$ cat config.mk
export PLATFORM = sky130hd
export DESIGN_NAME = sbsi_sram_if
export DESIGN_NICKNAME = d
export VERILOG_FILES = /design/src/shared/sbsi_pkg.sv /design/src/rtl/sbsi_sram_if.sv
export VERILOG_INCLUDE_DIRS = /design/src /design/src/shared
export SDC_FILE = /design/constraint.sdc
export NUM_CORES = 1
export LEC_CHECK = 0
export BUFFER_PORTS_ARGS = -buffer_cell sky130_fd_sc_hd__buf_4
export CORE_UTILIZATION = 45
export CTS_BUF_LIST = sky130_fd_sc_hd__clkbuf_2
export CTS_CLUSTER_SIZE = 20
export DETAILED_ROUTE_END_ITERATION = 12
export HOLD_SLACK_MARGIN = 0.12
export PLACE_DENSITY = 0.7
export SETUP_SLACK_MARGIN = 0.3
export SLEW_MARGIN = 20
export SYNTH_ARGS = -nofsm -noshare
export SYNTH_HDL_FRONTEND = slang
export SYNTH_SLANG_ARGS = --single-unit
export TNS_END_PERCENT = 50
$ cat constraint.sdc
create_clock -name clk -period 6.24 [get_ports clk]
set_input_delay 0.936 -clock clk [delete_from_list [all_inputs] [get_ports clk]]
set_output_delay 0.936 -clock clk [all_outputs]
set_load 0.01 [all_outputs]
$ cat src/shared/sbsi_consts.svh
// Constants for the system bus SRAM interface block.
// Assumes inclusion by the package and the design file only.
`ifndef SBSI_CONSTS_SVH
`define SBSI_CONSTS_SVH

// ********************************************************************
// Encodings and field positions
// ********************************************************************
`define SBSI_SZ_BYTE     2'h0
`define SBSI_SZ_HALF     2'h1
`define SBSI_SZ_WORD     2'h2
`define SBSI_SZ_LINE     2'h3
`define SBSI_BT_SRAM     3'h0
`define SBSI_REGION_HI   31
`define SBSI_REGION_LO   29
`define SBSI_REGION_VAL  3'h4
`define SBSI_MATCH_LO    17
`define SBSI_LAST_SPLIT  3'h1
`define SBSI_LAST_W32    3'h3
`define SBSI_LAST_W16    3'h7
`define SBSI_RST_ADDR    32'h0000_0000
`define SBSI_RST_DATA    32'h0000_0000
`define SBSI_RST_LINE    128'h0

`endif

$ cat src/shared/sbsi_pkg.sv
// Types shared by the system bus SRAM interface block.
// Assumes the constants header sits beside it on the include path.
`include "sbsi_consts.svh"

package sbsi_pkg;

    // Access sequencer states.
    typedef enum logic [1:0] {
        SBSI_IDLE   = 2'b00,
        SBSI_SETUP  = 2'b01,
        SBSI_ACCESS = 2'b10,
        SBSI_HOLD   = 2'b11
    } sbsi_state_e;

endpackage : sbsi_pkg

$ cat src/rtl/sbsi_sram_if.sv
// SRAM-type system bus master for one bank: lane steering, size code,
// bank decode, fixed-wait and acknowledge-handshake cycles with bursts.
// Assumes one request at a time from the internal side and inputs
// synchronous to clk; the bus clock is sampled as an ordinary input.
`timescale 1ns/1ps
`default_nettype none
`include "sbsi_consts.svh"

module sbsi_sram_if
    import sbsi_pkg::*;
#(
    parameter int WC_W = 8,             // Width of the wait count.
    parameter int HC_W = 4              // Width of delay and hold counts.
) (
    input  wire logic              clk,                      // System clock.
    input  wire logic              arst_n,                   // Async reset, low.
    input  wire logic              req_valid,                // Request offered.
    output logic                   req_ready,                // Sequencer idle.
    input  wire logic              req_write,                // High for write.
    input  wire logic [31:0]       req_addr,                 // Byte address.
    input  wire logic [1:0]        req_size,                 // Size code.
    input  wire logic [127:0]      req_wdata,                // Write data, right-justified.
    output logic                   resp_valid,               // Completion pulse.
    output logic                   resp_error,               // Request not for this bank.
    output logic [127:0]           resp_rdata,               // Read data, right-justified.
    input  wire logic [2:0]        bus_type,                 // Bank bus type.
    input  wire logic              bus_width_16,             // High for 16-bit bus.
    input  wire logic              sync_mode,                // High for synchronous timing.
    input  wire logic              wait_mode_select,         // High for handshake, in sync mode only.
    input  wire logic              burst_enable,             // Line as one burst, in handshake mode only.
    input  wire logic [WC_W-1:0]   wait_count,               // Wait cycles.
    input  wire logic [HC_W-1:0]   select_delay_count,       // Select delay.
    input  wire logic [HC_W-1:0]   address_hold_count,       // Address hold.
    input  wire logic [HC_W-1:0]   data_hold_count,          // Write data hold.
    input  wire logic [HC_W-1:0]   select_hold_count,        // Select hold.
    input  wire logic [HC_W-1:0]   direction_hold_count,     // Direction hold.
    input  wire logic [HC_W-1:0]   read_enable_hold_count,   // Read enable hold.
    input  wire logic [HC_W-1:0]   write_enable_hold_count,  // Write enable hold.
    input  wire logic [31:17]      bank_base_address,        // Bank base.
    input  wire logic [31:17]      bank_match_mask,          // Bank mask.
    input  wire logic              async_bus_clock,          // Bus clock, async mode.
    output logic [31:0]            bus_address,              // Address pins.
    output logic [1:0]             transfer_size_out,        // Size pins.
    output logic [31:0]            bus_data_out,             // Data pins, out.
    output logic                   bus_data_oe_n,            // Data drive, low drives.
    input  wire logic [31:0]       bus_data_in,              // Data pins, in.
    output logic [3:0]             byte_write_enable_n,      // Lane write enables.
    output logic                   bank_select_n,            // Chip select.
    output logic                   read_enable_n,            // Read strobe.
    output logic                   read_not_write,           // High read, low write.
    input  wire logic              slave_acknowledge_n       // Slave acknowledge.
);

    // ****************************************************************
    // Helper functions
    // ****************************************************************

    // Returns the larger of two counts.
    function automatic logic [HC_W-1:0] hmax(input logic [HC_W-1:0] a,
                                            input logic [HC_W-1:0] b);
        hmax = (a > b) ? a : b;
    endfunction : hmax

    // Returns active-low lane enables for one access.
    function automatic logic [3:0] lane_we_n(input logic       w16,
                                             input logic [1:0] sz,
                                             input logic [1:0] a);
        logic [3:0] r;
        r = 4'h0;
        if (w16) begin
            r = (sz == `SBSI_SZ_BYTE) ? (a[0] ? 4'h7 : 4'hB) : 4'h3;
        end else if (sz == `SBSI_SZ_BYTE) begin
            r = ~(4'h1 << a);
        end else if (sz == `SBSI_SZ_HALF) begin
            r = a[1] ? 4'h3 : 4'hC;
        end
        lane_we_n = r;
    endfunction : lane_we_n

    // ****************************************************************
    // Registers
    // ****************************************************************
    sbsi_state_e       state;
    logic [WC_W-1:0]   cnt;
    logic [2:0]        beat;
    logic [2:0]        last_beat;
    logic              burst;
    logic              hs;
    logic              is_write;
    logic [1:0]        size;
    logic [31:0]       base_addr;
    logic [127:0]      wdata;
    logic [127:0]      rdata;
    logic              abc_prev;
    logic              req_line_q;
    logic [2:0]        next_beat;

    // ****************************************************************
    // Decode of the incoming request
    // ****************************************************************

    // Bank decode inside the region, bus type and beat plan.
    wire in_region  = req_addr[`SBSI_REGION_HI:`SBSI_REGION_LO] == `SBSI_REGION_VAL;
    wire bank_hit   = ((req_addr[31:17] ^ bank_base_address) & bank_match_mask)
                      == 15'h0;
    wire is_sram    = bus_type == `SBSI_BT_SRAM;
    wire accept     = req_valid && req_ready;
    wire mapped     = in_region && bank_hit && is_sram;
    wire req_line   = req_size == `SBSI_SZ_LINE;
    wire req_hs     = wait_mode_select && sync_mode;
    wire [2:0] req_last = req_line ? (bus_width_16 ? `SBSI_LAST_W16 : `SBSI_LAST_W32)
                        : (bus_width_16 && req_size == `SBSI_SZ_WORD) ? `SBSI_LAST_SPLIT
                        : 3'h0;

    // ****************************************************************
    // Per-beat address, lanes and timing strobes
    // ****************************************************************

    // Bus timing tick: every clk in sync mode, a bus clock rise otherwise.
    wire tick       = sync_mode || (async_bus_clock && !abc_prev);
    wire multi      = last_beat != 3'h0;
    wire [31:0] step_off = bus_width_16 ? {28'h0, next_beat, 1'b0} : {27'h0, next_beat, 2'b0};
    wire [31:0] beat_addr = multi ? ((base_addr & (req_line_q ? 32'hFFFF_FFF0 : 32'hFFFF_FFFC))
                            + step_off) : base_addr;
    wire [1:0]  beat_size = burst ? `SBSI_SZ_LINE
                          : !multi ? size
                          : bus_width_16 ? `SBSI_SZ_HALF : `SBSI_SZ_WORD;
    wire [2:0]  wsel      = multi ? next_beat : 3'h0;
    wire [15:0] piece16   = (multi || size == `SBSI_SZ_HALF || size == `SBSI_SZ_WORD)
                            ? wdata[wsel*16 +: 16] : {2{wdata[7:0]}};
    wire [31:0] piece32   = (size == `SBSI_SZ_BYTE) ? {4{wdata[7:0]}}
                          : (size == `SBSI_SZ_HALF) ? {2{wdata[15:0]}}
                          : wdata[wsel[1:0]*32 +: 32];
    wire [31:0] beat_wdata = bus_width_16 ? {piece16, 16'h0} : piece32;
    wire [HC_W-1:0] hold_rd = hmax(hmax(address_hold_count, select_hold_count),
                                   hmax(direction_hold_count, read_enable_hold_count));
    wire [HC_W-1:0] hold_wr = hmax(hmax(hmax(address_hold_count, data_hold_count),
                                   hmax(select_hold_count, direction_hold_count)),
                                   write_enable_hold_count);
    wire [HC_W-1:0] hold_max = is_write ? hold_wr : hold_rd;
    wire [WC_W-1:0] hcnt_ext = {{(WC_W-HC_W){1'b0}}, hold_max};

    // Data phase completion: fixed count or an acknowledge once sampling starts.
    wire ack        = !slave_acknowledge_n;
    wire sampling   = cnt >= wait_count;
    wire phase_done = (state == SBSI_ACCESS) && tick &&
                      (hs ? (sampling && ack) : (cnt == wait_count));
    wire burst_more = burst && (beat != last_beat);
    wire hold_done  = (state == SBSI_HOLD) && tick && (cnt >= hcnt_ext);

    // Beat shown on the pins from this edge on, so no acknowledge sees stale data.
    assign next_beat = ((phase_done && burst_more) || (hold_done && beat != last_beat))
                       ? beat + 3'h1 : beat;

    // Read lane extraction for the data phase now completing.
    wire [15:0] rd16  = (size == `SBSI_SZ_BYTE && !multi)
                        ? {8'h0, (base_addr[0] ? bus_data_in[31:24] : bus_data_in[23:16])}
                        : bus_data_in[31:16];
    wire [31:0] rd32  = bus_data_in >> {base_addr[1:0], 3'b000};
    wire [31:0] rd_sz = (size == `SBSI_SZ_BYTE) ? {24'h0, rd32[7:0]}
                      : (size == `SBSI_SZ_HALF) ? {16'h0, rd32[15:0]} : rd32;

    assign req_ready = state == SBSI_IDLE;

    // ****************************************************************
    // Sequencer
    // ****************************************************************

    // State, counters and beat index.
    always_ff @(posedge clk or negedge arst_n) begin
        if (!arst_n) begin
            state <= SBSI_IDLE;
            cnt   <= '0;
            beat  <= 3'h0;
        end else if (accept) begin
            state <= mapped ? SBSI_SETUP : SBSI_IDLE;
            cnt   <= '0;
            beat  <= 3'h0;
        end else if (state == SBSI_SETUP && tick) begin
            if (cnt >= {{(WC_W-HC_W){1'b0}}, select_delay_count}) begin
                state <= SBSI_ACCESS;
                cnt   <= '0;
            end else begin
                cnt <= cnt + 1'b1;
            end
        end else if (phase_done) begin
            if (burst_more) begin
                beat <= beat + 3'h1;
            end else begin
                state <= SBSI_HOLD;
                cnt   <= '0;
            end
        end else if (hold_done) begin
            cnt <= '0;
            if (beat != last_beat) begin
                beat  <= beat + 3'h1;
                state <= SBSI_SETUP;
            end else begin
                state <= SBSI_IDLE;
            end
        end else if (state != SBSI_IDLE && tick && !(hs && state == SBSI_ACCESS
                     && sampling)) begin
            cnt <= cnt + 1'b1;
        end
    end

    // Request capture.
    always_ff @(posedge clk or negedge arst_n) begin
        if (!arst_n) begin
            last_beat  <= 3'h0;
            burst      <= 1'b0;
            hs         <= 1'b0;
            is_write   <= 1'b0;
            size       <= `SBSI_SZ_BYTE;
            base_addr  <= `SBSI_RST_ADDR;
            wdata      <= `SBSI_RST_LINE;
            req_line_q <= 1'b0;
        end else if (accept) begin
            burst      <= req_line && req_hs && burst_enable;
            last_beat  <= (req_line && req_hs && burst_enable) ?
                          (bus_width_16 ? `SBSI_LAST_W16 : `SBSI_LAST_W32) : req_last;
            hs         <= req_hs;
            is_write   <= req_write;
            size       <= req_size;
            base_addr  <= req_addr;
            wdata      <= req_wdata;
            req_line_q <= req_line;
        end
    end

    // Read data, response and bus clock edge tracking.
    always_ff @(posedge clk or negedge arst_n) begin
        if (!arst_n) begin
            rdata      <= `SBSI_RST_LINE;
            resp_rdata <= `SBSI_RST_LINE;
            resp_valid <= 1'b0;
            resp_error <= 1'b0;
            abc_prev   <= 1'b0;
        end else begin
            abc_prev   <= async_bus_clock;
            resp_valid <= (accept && !mapped) || (hold_done && beat == last_beat);
            resp_error <= accept && !mapped;
            if (accept) begin
                rdata <= `SBSI_RST_LINE;
            end else if (phase_done && !is_write) begin
                if (bus_width_16) begin
                    rdata[beat*16 +: 16] <= rd16;
                end else if (multi) begin
                    rdata[beat[1:0]*32 +: 32] <= bus_data_in;
                end else begin
                    rdata[31:0] <= rd_sz;
                end
            end
            if (hold_done && beat == last_beat) begin
                resp_rdata <= rdata;
            end
        end
    end

    // ****************************************************************
    // Pin drive
    // ****************************************************************

    // Address, size and write data registered; size follows the address.
    always_ff @(posedge clk or negedge arst_n) begin
        if (!arst_n) begin
            bus_address       <= `SBSI_RST_ADDR;
            transfer_size_out <= `SBSI_SZ_BYTE;
            bus_data_out      <= `SBSI_RST_DATA;
        end else if (state != SBSI_IDLE) begin
            bus_address       <= beat_addr;
            transfer_size_out <= beat_size;
            bus_data_out      <= beat_wdata;
        end
    end

    // Strobes from the sequencer; each negates once its own hold expires.
    wire in_acc  = state == SBSI_ACCESS;
    wire in_hold = state == SBSI_HOLD;
    wire [WC_W-1:0] csh_e = {{(WC_W-HC_W){1'b0}}, select_hold_count};
    wire [WC_W-1:0] reh_e = {{(WC_W-HC_W){1'b0}}, read_enable_hold_count};
    wire [WC_W-1:0] weh_e = {{(WC_W-HC_W){1'b0}}, write_enable_hold_count};
    wire [WC_W-1:0] dah_e = {{(WC_W-HC_W){1'b0}}, data_hold_count};
    wire [WC_W-1:0] rwh_e = {{(WC_W-HC_W){1'b0}}, direction_hold_count};
    assign bank_select_n  = !(in_acc || (in_hold && cnt < csh_e));
    assign read_enable_n  = !(!is_write && (in_acc || (in_hold && cnt < reh_e)));
    assign byte_write_enable_n = (is_write && (in_acc || (in_hold && cnt < weh_e)))
                                 ? lane_we_n(bus_width_16, size, base_addr[1:0])
                                 : 4'hF;
    assign bus_data_oe_n  = !(is_write && (state == SBSI_SETUP || in_acc ||
                              (in_hold && cnt < dah_e)));
    assign read_not_write = !(is_write && (state == SBSI_SETUP || in_acc ||
                              (in_hold && cnt < rwh_e)));

endmodule : sbsi_sram_if
`default_nettype wire

---- Word-level counts from Yosys, hierarchy flattened ----
Index checks and enable logic that the tools add are counted.
Widths: inputs -> output; s select.
word-level totals
  output and inout port bits .............. 205
  register bits ........................... 507
cells by class
  eq/ne operators ......................... 15
  muxes and demuxes ....................... 64
  reduce and logical (&&, ||, !) cells .... 71
  $lt $le $gt $ge ......................... 15
  add/subtract/negate cells ............... 5
  bitwise logic cells ..................... 4
  shift-type cells ........................ 8
operator list
  operator                   number
  $mux 128                   3
  $bwmux 128                 2
  $mux 32                    7
  $shift 16x34->128 const A  1
  $shift 32x34->128 const A  1
  $shiftx 128x8->16          1
  $shiftx 128x8->32          1
  $shiftx 16x34->128         1
  $shiftx 32x34->128         1
  $mux 96                    1
  $neg 7->34                 2
  $mux 4                     16
  $mux 8                     8
  $lt 8x4->1                 5
  $logic_and 1x1->1          34
  $mux 3                     11
  $add 32x5->32              1
  $and 32x32->32             1
  $mux 16                    2
  $shr 32x5->32              1
  $gt 4x4->1                 7
  $mux 2                     9
  $ge 8x4->1                 2
  $and 15x15->15             1
  other kinds (29)           63

---- Logic depth before layout (Yosys ltp) ----
  depth in word-level cells ............... 17
  mapped depth ............................ 46

---- Least setup slack after synthesis ----
OpenSTA, ideal clock, no wires.
  path type ............................... input port to flip-flop
  start ................................... input data_hold_count[1]
  end ..................................... register bus_address[26]
  library setup time ...................... 0.083 ns
  data required time ...................... 6.157 ns
  stages .................................. 45
  arrival time ............................ 9.167 ns
  path slack .............................. -3.010 ns
  buffers on the path ..................... 3
  cell sequence ........................... inv_1 > ha_1 > nor2b_1 > o21ai_0 > nand2b_1 > a21oi_1 > a41o_1 > mux2i_1 > inv_1 > ha_1 > nor2b_1 > o21ai_0 > nand2b_1 > a21oi_1 > a41o_1 > mux2i_1 > ha_1 > nor2b_1 > [... 9 more ...] > buf_6 > a22oi_4 > xnor2_1 > clkbuf_1 > clkbuf_1 > nor2_1 > a21oi_1 > ha_1 > fa_1 > a21oi_1 > or4b_2 > nor3_1 > and4_1 > nand2b_1 > nor2_1 > nand2_1 > xor2_1 > o21ai_0
between the ends
  word-level cells in the longest chain between the ends .. 15
ends and longest elaborated chain
  item                    RTL line             text
  start: declaration      sbsi_sram_if.sv:34   input wire logic [HC_W-1:0] data_hold_count,
  $gt 4x4->1              sbsi_sram_if.sv:61   hmax = (a > b) ? a : b;
  $mux 4 *                sbsi_sram_if.sv:61
  $gt 4x4->1              sbsi_sram_if.sv:61
  $mux 4 *                sbsi_sram_if.sv:61
  $gt 4x4->1              sbsi_sram_if.sv:61
  $mux 4 *                sbsi_sram_if.sv:61
  $mux 4 *                sbsi_sram_if.sv:140  wire [HC_W-1:0] hold_max = is_write ? hold_wr : hold_rd;
  $ge 8x4->1 *            sbsi_sram_if.sv:149  wire hold_done = (state == SBSI_HOLD) && tick && (cnt >= hcnt_ext);
  $logic_and 1x1->1 *     sbsi_sram_if.sv:149
  $logic_and 1x1->1 *     sbsi_sram_if.sv:152  assign next_beat = ((phase_done && burst_more) || (hold_done && beat != last_beat))
  $logic_or 1x1->1 *      sbsi_sram_if.sv:152
  $mux 3 *                sbsi_sram_if.sv:153  ? beat + 3'h1 : beat;
  $mux 5 *                sbsi_sram_if.sv:122  wire [31:0] step_off = bus_width_16 ? {28'h0, next_beat, 1'b0} : {27'h0, next_beat, 2'b0};
  $add 32x5->32 *         sbsi_sram_if.sv:124  + step_off) : base_addr;
  $mux 32 *               sbsi_sram_if.sv:123  wire [31:0] beat_addr = multi ? ((base_addr & (req_line_q ? 32'hFFFF_FFF0 : 32'hFFFF_FFFC))
  end signal: assignment  sbsi_sram_if.sv:267  bus_address <= `SBSI_RST_ADDR;
  end signal: assignment  sbsi_sram_if.sv:271  bus_address <= beat_addr;
  end: declaration        sbsi_sram_if.sv:42   output logic [31:0] bus_address,
Mark *: on every way between the ends. The rest lies on a longest branch, timed or not.
A chain may end at the register's enable or synchronous reset.

---- Worst setup path after layout ----
Ends and elaborated chain as after synthesis.

==> flow_metrics.tcl <==
set metrics [dict create \
    result_of_the_run "finished, violations left" \
    failed_checks "setup timing" \
    timing.setup.critical_path_class "in2reg" \
    hp-start "req_valid" \
    worst_hold_path.endpoint "base_addr[26]$_DFFE_PN0P_" \
    postLayoutSetupSlackWorst_ns -0.609 \
    worst_r2r_startpoint "cnt[0]$_DFFE_PN0P_" \
    clock_sink_count 506 \
    drt_drc_violations_left 0 \
    min_period_over_period 1.10 \
    critical_path.slowest_cell "sky130_fd_sc_hd__or4b_4" \
    fp.dieArea_um2 58700 \
    worst-endpoint-arrival_ns 7.96 \
    power_consumption_mw 13.0 \
    rr_worst_depth 21 \
    synth_warnings 0 \
    setup.reg_to_reg.worst_slack_ns 1.76 \
    syn_area_um2 26000 \
    hold_path_depth 4 \
    cp_max_fo 4 \
    max-clock-path-buffers 3 \
    worstHoldPathType "in2reg" \
    critical_r2r_capture "bus_address[26]$_DFFE_PN0N_" \
    track_usage 0.333 \
    place.detailed.instances 4090 \
    synth-edff-count 0 \
    timing.final.max_slew_violations 0 \
    finalInstanceArea_um2 35400 \
    p_per_area_nw_per_um2 368 \
    synth_flop_cell "sky130_fd_sc_hd__dfrtp_1" \
    count_of_pins_on_the_block_boundary 478 \
    setup.worst_path.end_class "register" \
    layout-drive-gt1-share 0.285 \
    clockRootBuffer "sky130_fd_sc_hd__clkbuf_2" \
    worst_clock_skew_ns 0.131 \
    worst_slew_margin_rel 0.275 \
    routed-via-count 25900 \
    die_w_um 242 \
    clk_latency_ns 1.27 \
    ys_ff_latch 506 \
    detailed_place.area_um2 31500 \
    layout.cells.non_filler 4559 \
    grt_pass1_vias 26700 \
    syn_nets 3231 \
    fin_hold_viols 0 \
    routabilityCongestion 0.968 \
    detailedRoute.firstIterationViolations 2126 \
    synth_cells 2885 \
    first_pass_grt_wire_length_um 151000 \
    number_of_clock_buffers_inserted_by_tritoncts 136 \
    grt.overflow.total 0 \
    utilization 0.624 \
    ant_nets 0 \
    path_common_cell "sky130_fd_sc_hd__a21oi_2" \
    area.growth.synth_to_final_pct 36.3 \
    total_wirelength_of_the_detailed_routed_design_um 97900 \
    placeable_core_region_um2 56700 \
    startpoint_type_of_the_worst_setup_path "input port" \
    grt_start_max_net_pins 177 \
    detail_route.vias_per_cell 5.68 \
    cts_max_level 4 \
    clkSlewWorstSetupHoldPaths_ns 0.10 \
    max-vdd-ir-drop_mv 0.180 \
    max_cap_viol 0 \
    chipHeight_um 242 \
    io_buffer_count 477 \
    number_of_cell_rows 87 \
    layout_commonest_cell "sky130_fd_sc_hd__nand2_1" \
    tritoncts "done" \
    worst_path_largest_cell_delay_ns 0.51 \
    leakage_nw 17.5 \
    rsz0062_at_grt "yes" \
    routed_wire_length_per_instance_um 21.5 \
    dpl.hpwl_um 68000 \
    tightestPinTransition_ns 1.09 \
    nNetsFinal 4065 \
    period_minus_slack_ns 6.85 \
    cp_data_required_time_ns 7.35 \
    asyncSetResetFlopFracSynth 1.00 \
    antenna_violations_before_repair 5 \
    drt-pass1-iter-count 7 \
    commonest_non_fill_non_tap_cells_in_the_layout "702 x sky130_fd_sc_hd__nand2_1, 638 x sky130_fd_sc_hd__buf_4, 506 x sky130_fd_sc_hd__dfrtp_1, 256 x sky130_fd_sc_hd__nor2_1, 216 x sky130_fd_sc_hd__dlygate4sd3_1" \
    finalSetupViolations 32 \
    achievable-frequency_ghz 0.146 \
    initial_utilization 0.458 \
    netlist-cell-type-count 66 \
    postSynthAreaPerCell_um2 9.00 \
    share_of_the_yosys_chip_area_belonging_to_registers 0.487 \
]
==> synth_stat cells, types with 22 or more instances <==
library cell                 n  area (um^2)
sky130_fd_sc_hd__inv_1      73          274
sky130_fd_sc_hd__mux2i_1    72          721
sky130_fd_sc_hd__nor2_1    264          991
sky130_fd_sc_hd__a211oi_1   22          165
sky130_fd_sc_hd__nand2_1   707         2650
sky130_fd_sc_hd__a21oi_1   150          751
sky130_fd_sc_hd__nand3_1    93          465
sky130_fd_sc_hd__mux2_2    118         1330
sky130_fd_sc_hd__nor3_1     41          205
sky130_fd_sc_hd__nor2b_1    28          175
sky130_fd_sc_hd__a22oi_1    64          480
sky130_fd_sc_hd__clkbuf_1  159          597
sky130_fd_sc_hd__dfrtp_1   506        12700
sky130_fd_sc_hd__xor2_1     38          333
sky130_fd_sc_hd__a32oi_1    26          228
sky130_fd_sc_hd__ha_1       72          901
sky130_fd_sc_hd__o21ai_0   150          751
sky130_fd_sc_hd__a222oi_1   24          240
==> final cells by class <==
| class | count | area, um^2 |
|---|---|---|
| Multi-Input combinational cell | 2118 | 13000 |
| Antenna cell | 5 | 12.5 |
| Timing Repair Buffer | 883 | 7410 |
| Sequential cell | 506 | 12700 |
| Fill cell | 4663 | 21300 |
| Tap cell | 756 | 946 |
| Inverter | 74 | 293 |
| Clock inverter | 28 | 125 |
| Clock buffer | 189 | 946 |
==> worst max-delay path: cells and delay by family <==
| kind | cells | cell delay (ns) |
|---|---|---|
| and+or+nand+nor | 15 | 2.31 |
| adders and majority gates | 6 | 1.36 |
| buffers and inverters | 3 | 0.25 |
| AOI/OAI and AO/OA | 14 | 1.87 |
| muxes | 3 | 0.94 |
| xor gates and xnor gates | 2 | 0.29 |
==> power by group <==
| group | switching, mW | internal [mW] | total, mW |
|---|---|---|---|
| logic | 3.02 | 2.20 | 5.22 |
| clock network | 1.40 | 0.807 | 2.20 |
| registers | 1.18 | 4.43 | 5.61 |
| total | 5.59 | 7.44 | 13.0 |
==> kinds of logic after synthesis <==
group                    synth area share
AO/OA/AOI/OAI                       0.146
multiplexers                       0.0789
buffers and inverters              0.0396
flip-flops                          0.487
XOR/XNOR                           0.0185
adder cells (fa/ha/maj)            0.0355
AND/OR/NAND/NOR                     0.194
==> repair_timing <==
item | in CTS | in global routing
endpoints found under the hold margin | 417 | 0
gates cloned | 0 | 0
endpoints found under the setup margin | 61 | 64
resized for setup | 47 | 62
hold buffers | 216 | 0
pin swaps | 22 | 32
buffers inserted | 15 | 16
==> worst max-delay path by stage <==
stage | startpoint | slack (ns) | end | cells past startpoint
floorplan | data_hold_count[1] | -2.02 | bus_address[26]$_DFFE_PN0N_ | 46
global placement | data_hold_count[1] | -2.05 | bus_address[26]$_DFFE_PN0N_ | 43
detailed placement | data_hold_count[1] | -2.33 | bus_address[27]$_DFFE_PN0N_ | 42
CTS | direction_hold_count[1] | -0.63 | bus_address[30]$_DFFE_PN0N_ | 42
global route | data_hold_count[1] | -0.91 | bus_address[26]$_DFFE_PN0N_ | 43
finish | data_hold_count[1] | -0.61 | bus_address[26]$_DFFE_PN0N_ | 43
==> sequential cells by signal, indices dropped and copies added (netlist names), 3 cells and up <==
| name | cells |
|---|---|
| wdata | 128 |
| last_beat | 3 |
| beat | 3 |
| cnt | 8 |
| bus_address | 32 |
| resp_rdata | 128 |
| base_addr | 32 |
| bus_data_out | 32 |
| rdata | 128 |
==> metrics by stage <==
| stage | hold slack, ns | setup WS [ns] | setup TNS (ns) |
|---|---|---|---|
| floorplan | 0.435 | -2.02 | -77.83 |
| global placement | 0.455 | -2.05 | -144.21 |
| detailed placement | 0.462 | -2.33 | -181.15 |
| CTS | 0.120 | -0.634 | -7.66 |
| global route | 0.181 | -0.909 | -22.93 |
| finish | 0.273 | -0.609 | -8.93 |
==> layer usage <==
metal  wire [um]  share of wire  up-vias  global-route usage
li1            -              -    11700                   -
met2       48200           0.49     1227               0.568
met5          13        0.00013        -                   0
met3        6190          0.063      338              0.0590
met1       37100           0.38    12600               0.391
met4        6380          0.065        2               0.209
Note: power is estimated with default switching activity, not from simulation.
